`config.mk`:
```
export PLATFORM = sky130hd
export DESIGN_NAME = cdsc_top
export DESIGN_NICKNAME = d
export VERILOG_FILES = /design/src/include/cdsc_pkg.sv /design/src/rtl/cdsc_divider.sv /design/src/rtl/cdsc_top.sv
export SDC_FILE = /design/constraint.sdc
export NUM_CORES = 1
export LEC_CHECK = 0
export ABC_AREA = 1
export BUFFER_PORTS_ARGS = -buffer_cell sky130_fd_sc_hd__buf_2
export CAP_MARGIN = 10
export CELL_PAD_IN_SITES_DETAIL_PLACEMENT = 0
export CELL_PAD_IN_SITES_GLOBAL_PLACEMENT = 1
export CORE_UTILIZATION = 50
export DETAILED_ROUTE_END_ITERATION = 7
export PLACE_DENSITY = 0.89
export SLEW_MARGIN = 20
export SYNTH_ARGS = -nofsm -noshare
export SYNTH_HDL_FRONTEND = slang
export SYNTH_SLANG_ARGS = --single-unit
```
`constraint.sdc`:
```
create_clock -name clk -period 4.08 [get_ports clk]
set_input_delay 0.204 -clock clk [delete_from_list [all_inputs] [get_ports clk]]
set_output_delay 0.204 -clock clk [all_outputs]
set_load 0.005 [all_outputs]
```
`src/include/cdsc_pkg.sv`:
```
`default_nettype none
package cdsc_pkg;
	localparam int unsigned ADDR_W = 13;
	localparam int unsigned DATA_W = 8;
	localparam int unsigned INSTR_BITS = 16;
	localparam logic [4:0] INSTR_LAST = 5'h0f;
	localparam logic [4:0] BYTE_LAST = 5'h07;

	localparam logic [ADDR_W-1:0] ADDR_OUTPUT_MODE = 13'h0014;
	localparam logic [ADDR_W-1:0] ADDR_SIG_LOW = 13'h0024;
	localparam logic [ADDR_W-1:0] ADDR_SIG_HIGH = 13'h0025;
	localparam logic [ADDR_W-1:0] ADDR_DITHER = 13'h0030;
	localparam logic [ADDR_W-1:0] ADDR_SYNC_CTRL = 13'h0100;

	localparam logic [DATA_W-1:0] RESET_BYTE = 8'h00;
	localparam int unsigned BIT_MASTER_SYNC = 0;
	localparam int unsigned BIT_DIV_SYNC_EN = 1;
	localparam int unsigned BIT_NEXT_SYNC_ONLY = 2;
	localparam logic [DATA_W-1:0] SYNC_CTRL_MASK = 8'h07;
	localparam int unsigned BIT_DITHER_EN = 4;
	localparam int unsigned BIT_OUTPUT_LVDS = 6;
	localparam int unsigned BIT_INSTR_READ = 15;

	localparam int unsigned NPIN = 5;
	localparam int unsigned PIN_CSB = 0;
	localparam int unsigned PIN_SCLK = 1;
	localparam int unsigned PIN_SDIO = 2;
	localparam int unsigned PIN_SYNC = 3;
	localparam int unsigned PIN_STRAP = 4;
	localparam logic [1:0] STRAP_FILL = 2'h3;

	typedef struct packed {
		logic strap;
		logic sync;
		logic sdio;
		logic sclk;
		logic csb_b;
	} cdsc_pins_s;

	typedef enum logic [1:0] {
		CDSC_IDLE  = 2'b00,
		CDSC_INSTR = 2'b01,
		CDSC_DATA  = 2'b10
	} cdsc_spi_e;
endpackage
`default_nettype wire

```
`src/rtl/cdsc_divider.sv`:
```
`timescale 1ns/10ps
`default_nettype none
module cdsc_divider (
	input  wire logic       clk,
	input  wire logic       rst_b,
	input  wire logic [2:0] ratio,
	input  wire logic       phase_reset,
	output logic            div_clk_q,
	output logic            div_tick_q
);
	logic [2:0] cnt_q;
	logic [2:0] cnt_d;

	always_comb begin
		if (phase_reset) begin
			cnt_d = 3'h0;
		end else if (cnt_q >= ratio) begin
			cnt_d = 3'h0;
		end else begin
			cnt_d = cnt_q + 3'h1;
		end
	end

	always_ff @(posedge clk or negedge rst_b) begin
		if (!rst_b) begin
			cnt_q <= 3'h0;
		end else begin
			cnt_q <= cnt_d;
		end
	end

	// divide-by-one keeps the level high; use the tick for that ratio
	always_ff @(posedge clk or negedge rst_b) begin
		if (!rst_b) begin
			div_clk_q  <= 1'b0;
			div_tick_q <= 1'b0;
		end else begin
			div_clk_q  <= (cnt_d <= (ratio >> 1));
			div_tick_q <= (cnt_d == 3'h0);
		end
	end
endmodule
`default_nettype wire

```
`src/rtl/cdsc_top.sv`:
```
// Summary of operation
// - no sync action unless master enable set
// - pulses reach divider only with divider enable
// - both enables, no one-shot: sync every pulse
// - one-shot: sync first pulse, ignore later ones
// - one-shot clears divider enable after sync
// - strap pin picks CMOS or LVDS at power-up
// - register write can select LVDS over strap
`timescale 1ns/10ps
`default_nettype none
module cdsc_top (
	input  wire logic        clk,
	input  wire logic        rst_b,
	input  wire logic        spi_csb_b,
	input  wire logic        spi_sclk,
	input  wire logic        spi_sdio_in,
	output logic             spi_sdio_out,
	output logic             spi_sdio_oe_b,
	input  wire logic        sync_in,
	input  wire logic        lvds_strap,
	input  wire logic [15:0] self_test_signature,
	input  wire logic [2:0]  div_ratio,
	output logic             div_clk,
	output logic             div_tick,
	output logic             div_phase_reset,
	output logic             lvds_mode,
	output logic             dither_en
);
	cdsc_pkg::cdsc_pins_s                   pins_raw;
	logic [cdsc_pkg::NPIN-1:0]              s1_q;
	logic [cdsc_pkg::NPIN-1:0]              s2_q;
	logic [cdsc_pkg::NPIN-1:0]              s3_q;
	logic [cdsc_pkg::NPIN-1:0]              f_q;
	logic [cdsc_pkg::NPIN-1:0]              f_prev_q;
	logic [cdsc_pkg::DATA_W-1:0]            sync_ctrl_q;
	logic [cdsc_pkg::DATA_W-1:0]            dither_q;
	logic [cdsc_pkg::DATA_W-1:0]            out_mode_q;
	logic [15:0]                            sig_q;
	logic                                   strap_mode_q;
	logic                                   strap_taken_q;
	logic [1:0]                             fill_q;
	cdsc_pkg::cdsc_spi_e                    state_q;
	logic [4:0]                             bit_q;
	logic [15:0]                            shift_q;
	logic [cdsc_pkg::DATA_W-1:0]            tx_q;
	logic [cdsc_pkg::ADDR_W-1:0]            addr_q;
	logic                                   read_q;
	logic                                   sclk_rise;
	logic                                   sclk_fall;
	logic                                   sync_rise;
	logic                                   accept;
	logic                                   wr_strobe;
	logic [cdsc_pkg::DATA_W-1:0]            wr_data;
	logic [cdsc_pkg::DATA_W-1:0]            rd_data;
	logic [cdsc_pkg::DATA_W-1:0]            rd_next;

	assign pins_raw = '{strap: lvds_strap, sync: sync_in, sdio: spi_sdio_in, sclk: spi_sclk, csb_b: spi_csb_b};

	// three stages per pin; the filtered level moves only when stages two and three agree
	genvar gi;
	generate
		for (gi = 0; gi < cdsc_pkg::NPIN; gi++) begin : g_pin
			always_ff @(posedge clk or negedge rst_b) begin
				if (!rst_b) begin
					// chip select starts at its idle level so release does not fake a selection
					s1_q[gi]     <= (gi == cdsc_pkg::PIN_CSB);
					s2_q[gi]     <= (gi == cdsc_pkg::PIN_CSB);
					s3_q[gi]     <= (gi == cdsc_pkg::PIN_CSB);
					f_q[gi]      <= (gi == cdsc_pkg::PIN_CSB);
					f_prev_q[gi] <= (gi == cdsc_pkg::PIN_CSB);
				end else begin
					s1_q[gi] <= pins_raw[gi];
					s2_q[gi] <= s1_q[gi];
					s3_q[gi] <= s2_q[gi];
					if (s2_q[gi] == s3_q[gi]) begin
						f_q[gi] <= s3_q[gi];
					end
					f_prev_q[gi] <= f_q[gi];
				end
			end
		end
	endgenerate

	assign sclk_rise = f_q[cdsc_pkg::PIN_SCLK] & ~f_prev_q[cdsc_pkg::PIN_SCLK];
	assign sclk_fall = ~f_q[cdsc_pkg::PIN_SCLK] & f_prev_q[cdsc_pkg::PIN_SCLK];
	assign sync_rise = f_q[cdsc_pkg::PIN_SYNC] & ~f_prev_q[cdsc_pkg::PIN_SYNC];

	// one-shot needs no extra state: clearing the divider enable blocks later pulses
	assign accept = sync_rise & sync_ctrl_q[cdsc_pkg::BIT_MASTER_SYNC]
		& sync_ctrl_q[cdsc_pkg::BIT_DIV_SYNC_EN];

	function automatic logic [cdsc_pkg::DATA_W-1:0] reg_read(input logic [cdsc_pkg::ADDR_W-1:0] a);
		case (a)
			cdsc_pkg::ADDR_OUTPUT_MODE: reg_read = out_mode_q;
			cdsc_pkg::ADDR_SIG_LOW:     reg_read = sig_q[7:0];
			cdsc_pkg::ADDR_SIG_HIGH:    reg_read = sig_q[15:8];
			cdsc_pkg::ADDR_DITHER:      reg_read = dither_q;
			cdsc_pkg::ADDR_SYNC_CTRL:   reg_read = sync_ctrl_q;
			default:                    reg_read = cdsc_pkg::RESET_BYTE;
		endcase
	endfunction

	assign rd_data = reg_read({shift_q[11:0], f_q[cdsc_pkg::PIN_SDIO]});
	assign rd_next = reg_read(addr_q + 13'h0001);
	assign wr_data = {shift_q[6:0], f_q[cdsc_pkg::PIN_SDIO]};
	assign wr_strobe = (state_q == cdsc_pkg::CDSC_DATA) & sclk_rise & (bit_q == cdsc_pkg::BYTE_LAST)
		& ~read_q & ~f_q[cdsc_pkg::PIN_CSB];

	// serial port: 16-bit instruction (read flag, length, address) then data bytes, address steps up
	always_ff @(posedge clk or negedge rst_b) begin
		if (!rst_b) begin
			state_q <= cdsc_pkg::CDSC_IDLE;
			bit_q   <= 5'h00;
			shift_q <= 16'h0000;
			tx_q    <= cdsc_pkg::RESET_BYTE;
			addr_q  <= 13'h0000;
			read_q  <= 1'b0;
		end else if (f_q[cdsc_pkg::PIN_CSB]) begin
			state_q <= cdsc_pkg::CDSC_IDLE;
			bit_q   <= 5'h00;
		end else begin
			case (state_q)
				cdsc_pkg::CDSC_IDLE: begin
					state_q <= cdsc_pkg::CDSC_INSTR;
					bit_q   <= 5'h00;
				end
				cdsc_pkg::CDSC_INSTR: begin
					if (sclk_rise) begin
						shift_q <= {shift_q[14:0], f_q[cdsc_pkg::PIN_SDIO]};
						bit_q   <= bit_q + 5'h01;
						if (bit_q == cdsc_pkg::INSTR_LAST) begin
							read_q  <= shift_q[cdsc_pkg::BIT_INSTR_READ-1];
							addr_q  <= {shift_q[11:0], f_q[cdsc_pkg::PIN_SDIO]};
							tx_q    <= rd_data;
							bit_q   <= 5'h00;
							state_q <= cdsc_pkg::CDSC_DATA;
						end
					end
				end
				cdsc_pkg::CDSC_DATA: begin
					if (sclk_rise) begin
						shift_q <= {shift_q[14:0], f_q[cdsc_pkg::PIN_SDIO]};
						bit_q   <= bit_q + 5'h01;
						if (bit_q == cdsc_pkg::BYTE_LAST) begin
							bit_q  <= 5'h00;
							addr_q <= addr_q + 13'h0001;
							tx_q   <= rd_next;
						end
					end else if (sclk_fall && bit_q != 5'h00) begin
						tx_q <= {tx_q[6:0], 1'b0};
					end
				end
				default: begin
					state_q <= cdsc_pkg::CDSC_IDLE;
				end
			endcase
		end
	end

	always_ff @(posedge clk or negedge rst_b) begin
		if (!rst_b) begin
			spi_sdio_out  <= 1'b0;
			spi_sdio_oe_b <= 1'b1;
		end else begin
			spi_sdio_out  <= tx_q[7];
			spi_sdio_oe_b <= ~(read_q & (state_q == cdsc_pkg::CDSC_DATA) & ~f_q[cdsc_pkg::PIN_CSB]);
		end
	end

	// a write in the same cycle as the self-clear keeps the written value
	always_ff @(posedge clk or negedge rst_b) begin
		if (!rst_b) begin
			sync_ctrl_q <= cdsc_pkg::RESET_BYTE;
		end else if (wr_strobe && addr_q == cdsc_pkg::ADDR_SYNC_CTRL) begin
			sync_ctrl_q <= wr_data & cdsc_pkg::SYNC_CTRL_MASK;
		end else if (accept && sync_ctrl_q[cdsc_pkg::BIT_NEXT_SYNC_ONLY]) begin
			sync_ctrl_q[cdsc_pkg::BIT_DIV_SYNC_EN] <= 1'b0;
		end
	end

	always_ff @(posedge clk or negedge rst_b) begin
		if (!rst_b) begin
			dither_q   <= cdsc_pkg::RESET_BYTE;
			out_mode_q <= cdsc_pkg::RESET_BYTE;
		end else if (wr_strobe) begin
			if (addr_q == cdsc_pkg::ADDR_DITHER) begin
				dither_q <= wr_data;
			end
			if (addr_q == cdsc_pkg::ADDR_OUTPUT_MODE) begin
				out_mode_q <= wr_data;
			end
		end
	end

	always_ff @(posedge clk or negedge rst_b) begin
		if (!rst_b) begin
			sig_q <= 16'h0000;
		end else begin
			sig_q <= self_test_signature;
		end
	end

	// the strap is caught once the filter chain has filled after reset release
	always_ff @(posedge clk or negedge rst_b) begin
		if (!rst_b) begin
			fill_q        <= 2'h0;
			strap_taken_q <= 1'b0;
			strap_mode_q  <= 1'b0;
		end else if (!strap_taken_q) begin
			if (fill_q == cdsc_pkg::STRAP_FILL) begin
				// take the agreeing stages: the filtered level itself settles one edge later
				if (s2_q[cdsc_pkg::PIN_STRAP] == s3_q[cdsc_pkg::PIN_STRAP]) begin
					strap_mode_q  <= s3_q[cdsc_pkg::PIN_STRAP];
					strap_taken_q <= 1'b1;
				end
			end else begin
				fill_q <= fill_q + 2'h1;
			end
		end
	end

	always_ff @(posedge clk or negedge rst_b) begin
		if (!rst_b) begin
			lvds_mode       <= 1'b0;
			dither_en       <= 1'b0;
			div_phase_reset <= 1'b0;
		end else begin
			lvds_mode       <= strap_mode_q | out_mode_q[cdsc_pkg::BIT_OUTPUT_LVDS];
			dither_en       <= dither_q[cdsc_pkg::BIT_DITHER_EN];
			div_phase_reset <= accept;
		end
	end

	cdsc_divider i_cdsc_divider (
		.clk         (clk),
		.rst_b       (rst_b),
		.ratio       (div_ratio),
		.phase_reset (accept),
		.div_clk_q   (div_clk),
		.div_tick_q  (div_tick)
	);
endmodule
`default_nettype wire

```
Word-level counts from Yosys, hierarchy flattened
Cells that the tools add are included.
{ "classes": {"muxes": 30, "addsub": 4, "n_eq_ne": 33, "bitwise": 20, "reduce_logical": 20, "order_cmp": 2} }
{ "op_table": {"columns": ["cell", "count"], "rows": [
  ["== test 13 x 6 -> 1 bit (second input constant)", 7],
  ["one-hot mux 8 bit (5 select lines)", 2],
  ["2-to-1 mux 13 bit", 4],
  ["2-to-1 mux 8 bit", 5],
  ["== test 13 x 5 -> 1 bit (second input constant)", 3],
  ["== test 13 x 9 -> 1 bit (second input constant)", 3],
  ["one-hot mux 13 bit (2 select lines)", 1],
  ["2-to-1 mux 5 bit", 5],
  ["one-hot mux 8 bit (2 select lines)", 1],
  ["one-hot mux 5 bit (3 select lines)", 1],
  ["adder 13 x 1 -> 13 bit (second input constant)", 1],
  ["AND reduction 3 bit", 4],
  ["AND reduction 6 bit", 2],
  ["AND 1 bit", 11],
  ["!= test 3 bit (second input constant)", 3],
  ["!= test 2 bit (second input constant)", 4],
  ["inverter 1 bit", 8],
  ["2-to-1 mux 2 bit", 3],
  ["2-to-1 mux 3 bit", 2],
  ["!= test 3 x 2 -> 1 bit (second input constant)", 2],
  ["one-hot mux 2 bit (3 select lines)", 1],
  ["AND reduction 2 bit", 3],
  ["adder 5 x 1 -> 5 bit (second input constant)", 1],
  ["== test 1 bit", 5],
  ["other kinds (19)", 27]
]} }
{ "totals": {"regBits": 114, "elab_cells": 152, "in_bits": 26} }

Logic depth before layout (Yosys ltp)
{ "logic_depth": {"ltp_word": 8, "ltp_mapped": 17} }

Hierarchy
Synthesis repeated with hierarchy kept, for this count alone.
{ "hier_totals": {"cells_unflattened": 722, "hier_area_um2": 5914.4} }
{ "by_module_without_submodules": {"columns": ["module", "seq_area_each_um2", "area_each_um2", "cells_each", "n_inst"], "rows": [
  ["cdsc_top", 2733.9, 5579.1, 683, 1],
  ["cdsc_divider", 125.1, 335.3, 39, 1]
]} }

Worst setup path after synthesis
Ideal clock, no wire load.
{ "synth_timing": {"path_type": "register to register", "startpoint": "register i_cdsc_divider.cnt_q[0]", "endpoint": "register i_cdsc_divider.div_clk_q", "synth_period_minus_slack_ns": 1.980, "path_stages_with_launch": 14, "n_path_buf": 0, "path_slack_ns": 2.100, "arrival_time_ns": 1.917, "required_ns": 4.017, "cell_sequence": "dfrtp_1 -> inv_1 -> ha_1 -> o21ai_0 -> inv_1 -> o21ai_0 -> inv_1 -> nor4_1 -> ha_1 -> inv_1 -> nor2_1 -> o21ai_0 -> nand2_1 -> inv_1"} }
{ "synth_between": {"elab_chain_len": 4, "word_cells_on_any_way": 5, "cone_classes": "add/sub: 1; order compare: 2; mux: 2"} }
{ "synth_lines": {"columns": ["element", "line", "rtl"], "rows": [
  ["start: declaration", "cdsc_divider.sv:11", "logic [2:0] cnt_q;"],
  ["start signal: assignment", "cdsc_divider.sv:28", "cnt_q <= cnt_d;"],
  ["adder 3 x 1 -> 3 bit / greater-or-equal comparator 3 bit (equally long branches)", "cdsc_divider.sv:20, cdsc_divider.sv:17", null],
  ["2-to-1 mux 3 bit (*)", "cdsc_divider.sv:17", "end else if (cnt_q >= ratio) begin"],
  ["2-to-1 mux 3 bit (*)", "cdsc_divider.sv:15", "if (phase_reset) begin"],
  ["net i_cdsc_divider.cnt_d[1]", "cdsc_divider.sv:12", "logic [2:0] cnt_d;"],
  ["<= comparator 3 x 2 -> 1 bit (*)", "cdsc_divider.sv:38", "div_clk_q <= (cnt_d <= (ratio >> 1));"],
  ["end signal: assignment", "cdsc_divider.sv:38", null],
  ["end: declaration", "cdsc_divider.sv:8", "output logic div_clk_q,"]
]} }
The timed path passes the listed nets; every way through them passes the cells marked *.
A chain may end at the register's enable or synchronous reset.

Final worst setup path
{ "layout_timing": {"startpoint": "register state_q[0]", "endpoint": "register tx_q[3] (netlist name)"} }
{ "layout_between": {"elab_chain_len": 3, "word_cells_on_any_way": 9, "cone_classes": "eq/ne: 6; mux: 1; reduce/logical: 2"} }
{ "layout_lines": {"columns": ["element", "line", "rtl"], "rows": [
  ["start: declaration", "cdsc_top.sv:42", "cdsc_pkg::cdsc_spi_e state_q;"],
  ["start signal: assignment", "cdsc_top.sv:112", "state_q <= cdsc_pkg::CDSC_IDLE;"],
  ["start signal: assignment", "cdsc_top.sv:119", "state_q <= cdsc_pkg::CDSC_IDLE;"],
  ["start signal: assignment", "cdsc_top.sv:124", "state_q <= cdsc_pkg::CDSC_INSTR;"],
  ["== test 2 bit / == test 2 x 1 -> 1 bit (equally long branches)", "cdsc_top.sv:122", "case (state_q)"],
  ["!= test 3 x 2 -> 1 bit (no line), or another cell as far along", null, null],
  ["AND reduction 6 bit (no line)", null, null],
  ["end signal: assignment", "cdsc_top.sv:115", "tx_q <= cdsc_pkg::RESET_BYTE;"],
  ["end signal: assignment", "cdsc_top.sv:134", "tx_q <= rd_data;"],
  ["end signal: assignment", "cdsc_top.sv:147", "tx_q <= rd_next;"],
  ["end: declaration", "cdsc_top.sv:45", "logic [cdsc_pkg::DATA_W-1:0] tx_q;"]
]} }
Several ways; a longest one is shown, not always the timed one.

==> results.sh <==
export IMPL_outcome="complete, no violations"
export IMPL_cts_made_buffers=17
export IMPL_required_ps=4390
export IMPL_synth_seq_cells=114
export IMPL_worstPathArrival_ps=3050
export IMPL_ys_warn_count=0
export IMPL_postSynthCellCount=726
export IMPL_wl_per_cell_um=15.2
export IMPL_power_switching_w=0.00147
export IMPL_leakage_nw=3.28
export IMPL_yosys_cell_types_count=35
export IMPL_pwr_share_clk_pct=35.9
export IMPL_drt_pass1_iterations=5
export IMPL_die_h_um=110
export IMPL_grt_pass1_vias=4877
export IMPL_syn_avg_cell_area_um2=8.05
export IMPL_ir_worst_vdd_uv=468
export IMPL_fin_setup_tns_ps=0
export IMPL_track_usage_pct=26.2
export IMPL_slew_viol_final=0
export IMPL_viasPerCell=5.34
export IMPL_max_freq_mhz=365
export IMPL_grt_max_degree=54
export IMPL_cp_max_fo=18
export IMPL_first_iter_violations=373
export IMPL_async_reset_ff_share_pct=100
export IMPL_switching_share_pct=36.1
export IMPL_clk_latency_ps=420
export IMPL_p_per_area_mw_per_mm2=585
export IMPL_synth_edf_count=0
export IMPL_tightest_slew_ps=938
export IMPL_clk_transition_reported_paths_ps=50
export IMPL_gp_congestion=0.920
export IMPL_power_share_sequential_pct=36.4
export IMPL_worstSetupPathType="reg2reg"
export IMPL_start_util_pct=51.2
export IMPL_hold_path_class="in2reg"
export IMPL_fillCellCount=1039
export IMPL_min_period_ps=2740
export IMPL_slew_headroom_pct=37.3
export IMPL_yosysSeqAreaShare_pct=48.9
export IMPL_synthesis_area_mm2=0.00584
export IMPL_post_route_period_util_pct=67.2
export IMPL_wirelength_mm=14.4
export IMPL_insertedDiodeCount=0
export IMPL_ys_flop_type="dfrtp_1"
export IMPL_drive_gt1_share_pct=14.2
export IMPL_core_area_mm2=0.0114
export IMPL_comb_power_share_pct=27.7
export IMPL_antenna_found_initial=0
export IMPL_max_stage_delay_ps=370
export IMPL_rsz0062_at_grt="false"
export IMPL_cp_start_kind="flip-flop"
export IMPL_die_area_mm2=0.0121
export IMPL_crit_path_frequent_cell="nor2_1"
export IMPL_hold_viol=0
export IMPL_cts_max_level=4
export IMPL_ctsResizeCount=0
export IMPL_fin_nets=834
export IMPL_dpl_hpwl_mm=10.1
export IMPL_io_pins=33
export IMPL_critical_path_top_delay_family="buffers and inverters"
export IMPL_dp_slack_ps=1390
export IMPL_synthesis_nets=770
export IMPL_fin_worst_skew_ps=10.3
export IMPL_die_w_um=110
export IMPL_cts_path_max_buffers=2
export IMPL_path_cells="inv_1 > ha_1 > buf_4 > inv_1 > nor2_1 > o2bb2ai_1 > nor2_1 > inv_1 > a21oi_1 > o21ai_0 > nor2_1 > nor2_1"
export IMPL_cts_root_buf="clkbuf_16"
export IMPL_io_buffers=32
export IMPL_setup_slack_ps=1340
export IMPL_setup_viol=0
export IMPL_cts_tree="yes"
export IMPL_critPathCaptureType="flip-flop"
export IMPL_p_int_w=0.00260
export IMPL_rows=39
export IMPL_grt_pass1_wl_mm=23.7
export IMPL_area_growth_syn_to_layout_pct=18.9
export IMPL_clkSinkCount=114
export IMPL_crit_buf_inv=4
export IMPL_maxCapViolations=0
export IMPL_grt_overflow=0
export IMPL_ant_nets=0
export IMPL_remaining_drc_errors=0
export IMPL_cpMaxStageDelayCell="dfrtp_1"
export IMPL_vias=5048
[metal layers]
metal  vias to the layer above  routed length (um)  share of wire (%)  GRT usage (%)
met2                       165                6820                 47           42.4
met4                         0                 240                1.7           9.30
met3                        19                 857                6.0           7.23
met5                         -                   0                  0              0
met1                      2392                6440                 45           33.6
li1                       2472                   -                  -              -
[flip-flops by register name, indices dropped and copies added (netlist names), 3 cells and up]
signal                count
addr_q                   13
dither_q                  8
bit_q                     5
s3_q                      5
tx_q                      8
sync_ctrl_q               3
s1_q                      5
i_cdsc_divider.cnt_q      3
sig_q                    16
s2_q                      5
shift_q                  15
f_q                       4
out_mode_q                8
[through the flow]
stage	total power [W]	cells	util, %	cell area, um^2	hold WS (ps)
final	0.00406	946	60.8	6950	251
after global routing	0.00433	946	60.8	6950	300
after CTS	0.00408	946	60.8	6950	244
after detailed placement	0.00259	892	53.8	6140	305
after global placement	0.00256	892	53.8	6140	295
after floorplan	0.00230	726	-	5840	-91.6
[synth_stat cells (4+ instances only)]
cell type | count | area share [%]
nor2_4 | 8 | 1.5
nor3_1 | 12 | 1.0
nor2_1 | 68 | 4.4
nand3_1 | 66 | 5.7
dfrtp_1 | 109 | 47
a21oi_1 | 26 | 2.2
nor2_2 | 5 | 0.54
nand2_1 | 160 | 10
nand2_2 | 5 | 0.54
inv_2 | 8 | 0.51
dfstp_2 | 5 | 2.2
ha_1 | 18 | 3.9
o21ai_1 | 5 | 0.43
nor4_1 | 4 | 0.43
inv_1 | 94 | 6.0
clkbuf_1 | 8 | 0.51
nand4_1 | 9 | 0.96
maj3_1 | 4 | 0.69
o21ai_0 | 80 | 6.9
or2_2 | 7 | 0.75
[kinds of logic after synthesis]
logic type	after synthesis	synth area share, %
xor+xnor	4	0.600
buf+inv	115	7.75
fa+ha+maj	22	4.54
simple gates	350	27.2
flops	114	48.9
mux	3	0.578
compound gates	118	10.4
[layout make-up]
type                       instances  area [um^2]  share of cell area [%]
clock buffer                      18          429                    6.18
inverter                         102          383                    5.51
clock inverter                    14          155                    2.23
multi-input combinational        497         2530                    36.4
timing repair buffer              58          413                    5.94
sequential                       114         2860                    41.1
tap                              143          179                    2.58
[power by group through the flow]
stage,sequential [W],clock (W),combinational [W]
2_1_floorplan,0.00144,0,0.000857
3_3_place_gp,0.00148,0,0.00107
3_5_place_dp,0.00149,0,0.00109
4_1_cts,0.00147,0.00148,0.00112
5_1_grt,0.00150,0.00153,0.00129
6_report,0.00148,0.00146,0.00112
[worst reg2reg max path, cell delays in order, from the launching register on]
cell and delay, ps:
dfrtp_1 370, inv_1 90, ha_1 200, buf_4 190
inv_1 350, nor2_1 240, o2bb2ai_1 180, nor2_1 360
inv_1 240, a21oi_1 180, o21ai_0 100, nor2_1 110
nor2_1 50
[path summary, 6_finish.rpt]
kind                       cells past startpoint                        to  slack, ps          from
max                                           12                   tx_q[3]       1340    state_q[0]
min                                            6  i_cdsc_divider.div_clk_q        250  div_ratio[1]
max reg2reg                                   12                   tx_q[3]       1340    state_q[0]
min reg2reg                                    0                   s2_q[2]        350       s1_q[2]
max in group asynchronous                      3              strap_mode_q       2810         rst_b
min in group asynchronous                      2                    read_q        380         rst_b
[cells in the final DEF, fill, tap and decap left out, types with 2 or more instances in the layout]
master,n
xor2_1,3
nor2_2,5
nand2_1,160
nor2_1,68
dfstp_2,5
o21ai_0,80
buf_2,31
mux2_2,3
a21oi_1,26
ha_1,18
inv_6,4
inv_1,94
inv_2,8
clkbuf_16,17
o21ai_1,5
buf_4,5
nand4_1,9
nor4_1,4
dfrtp_1,109
nand2_4,2
or2_2,7
nand3_1,66
bufinv_16,2
clkinvlp_4,2
clkinv_4,4
dlygate4sd3_1,22
nor2_4,8
maj3_1,4
clkinv_2,2
nand2_2,5
nor3_1,12
nand3_2,2
o211ai_1,3
[what timing repair did]
item                      in CTS  in global routing
hold endpoints to repair      67                  0
buffers inserted               0                  0
hold buffers                  22                  0
No activity file was read; power rests on OpenSTA's default activity.
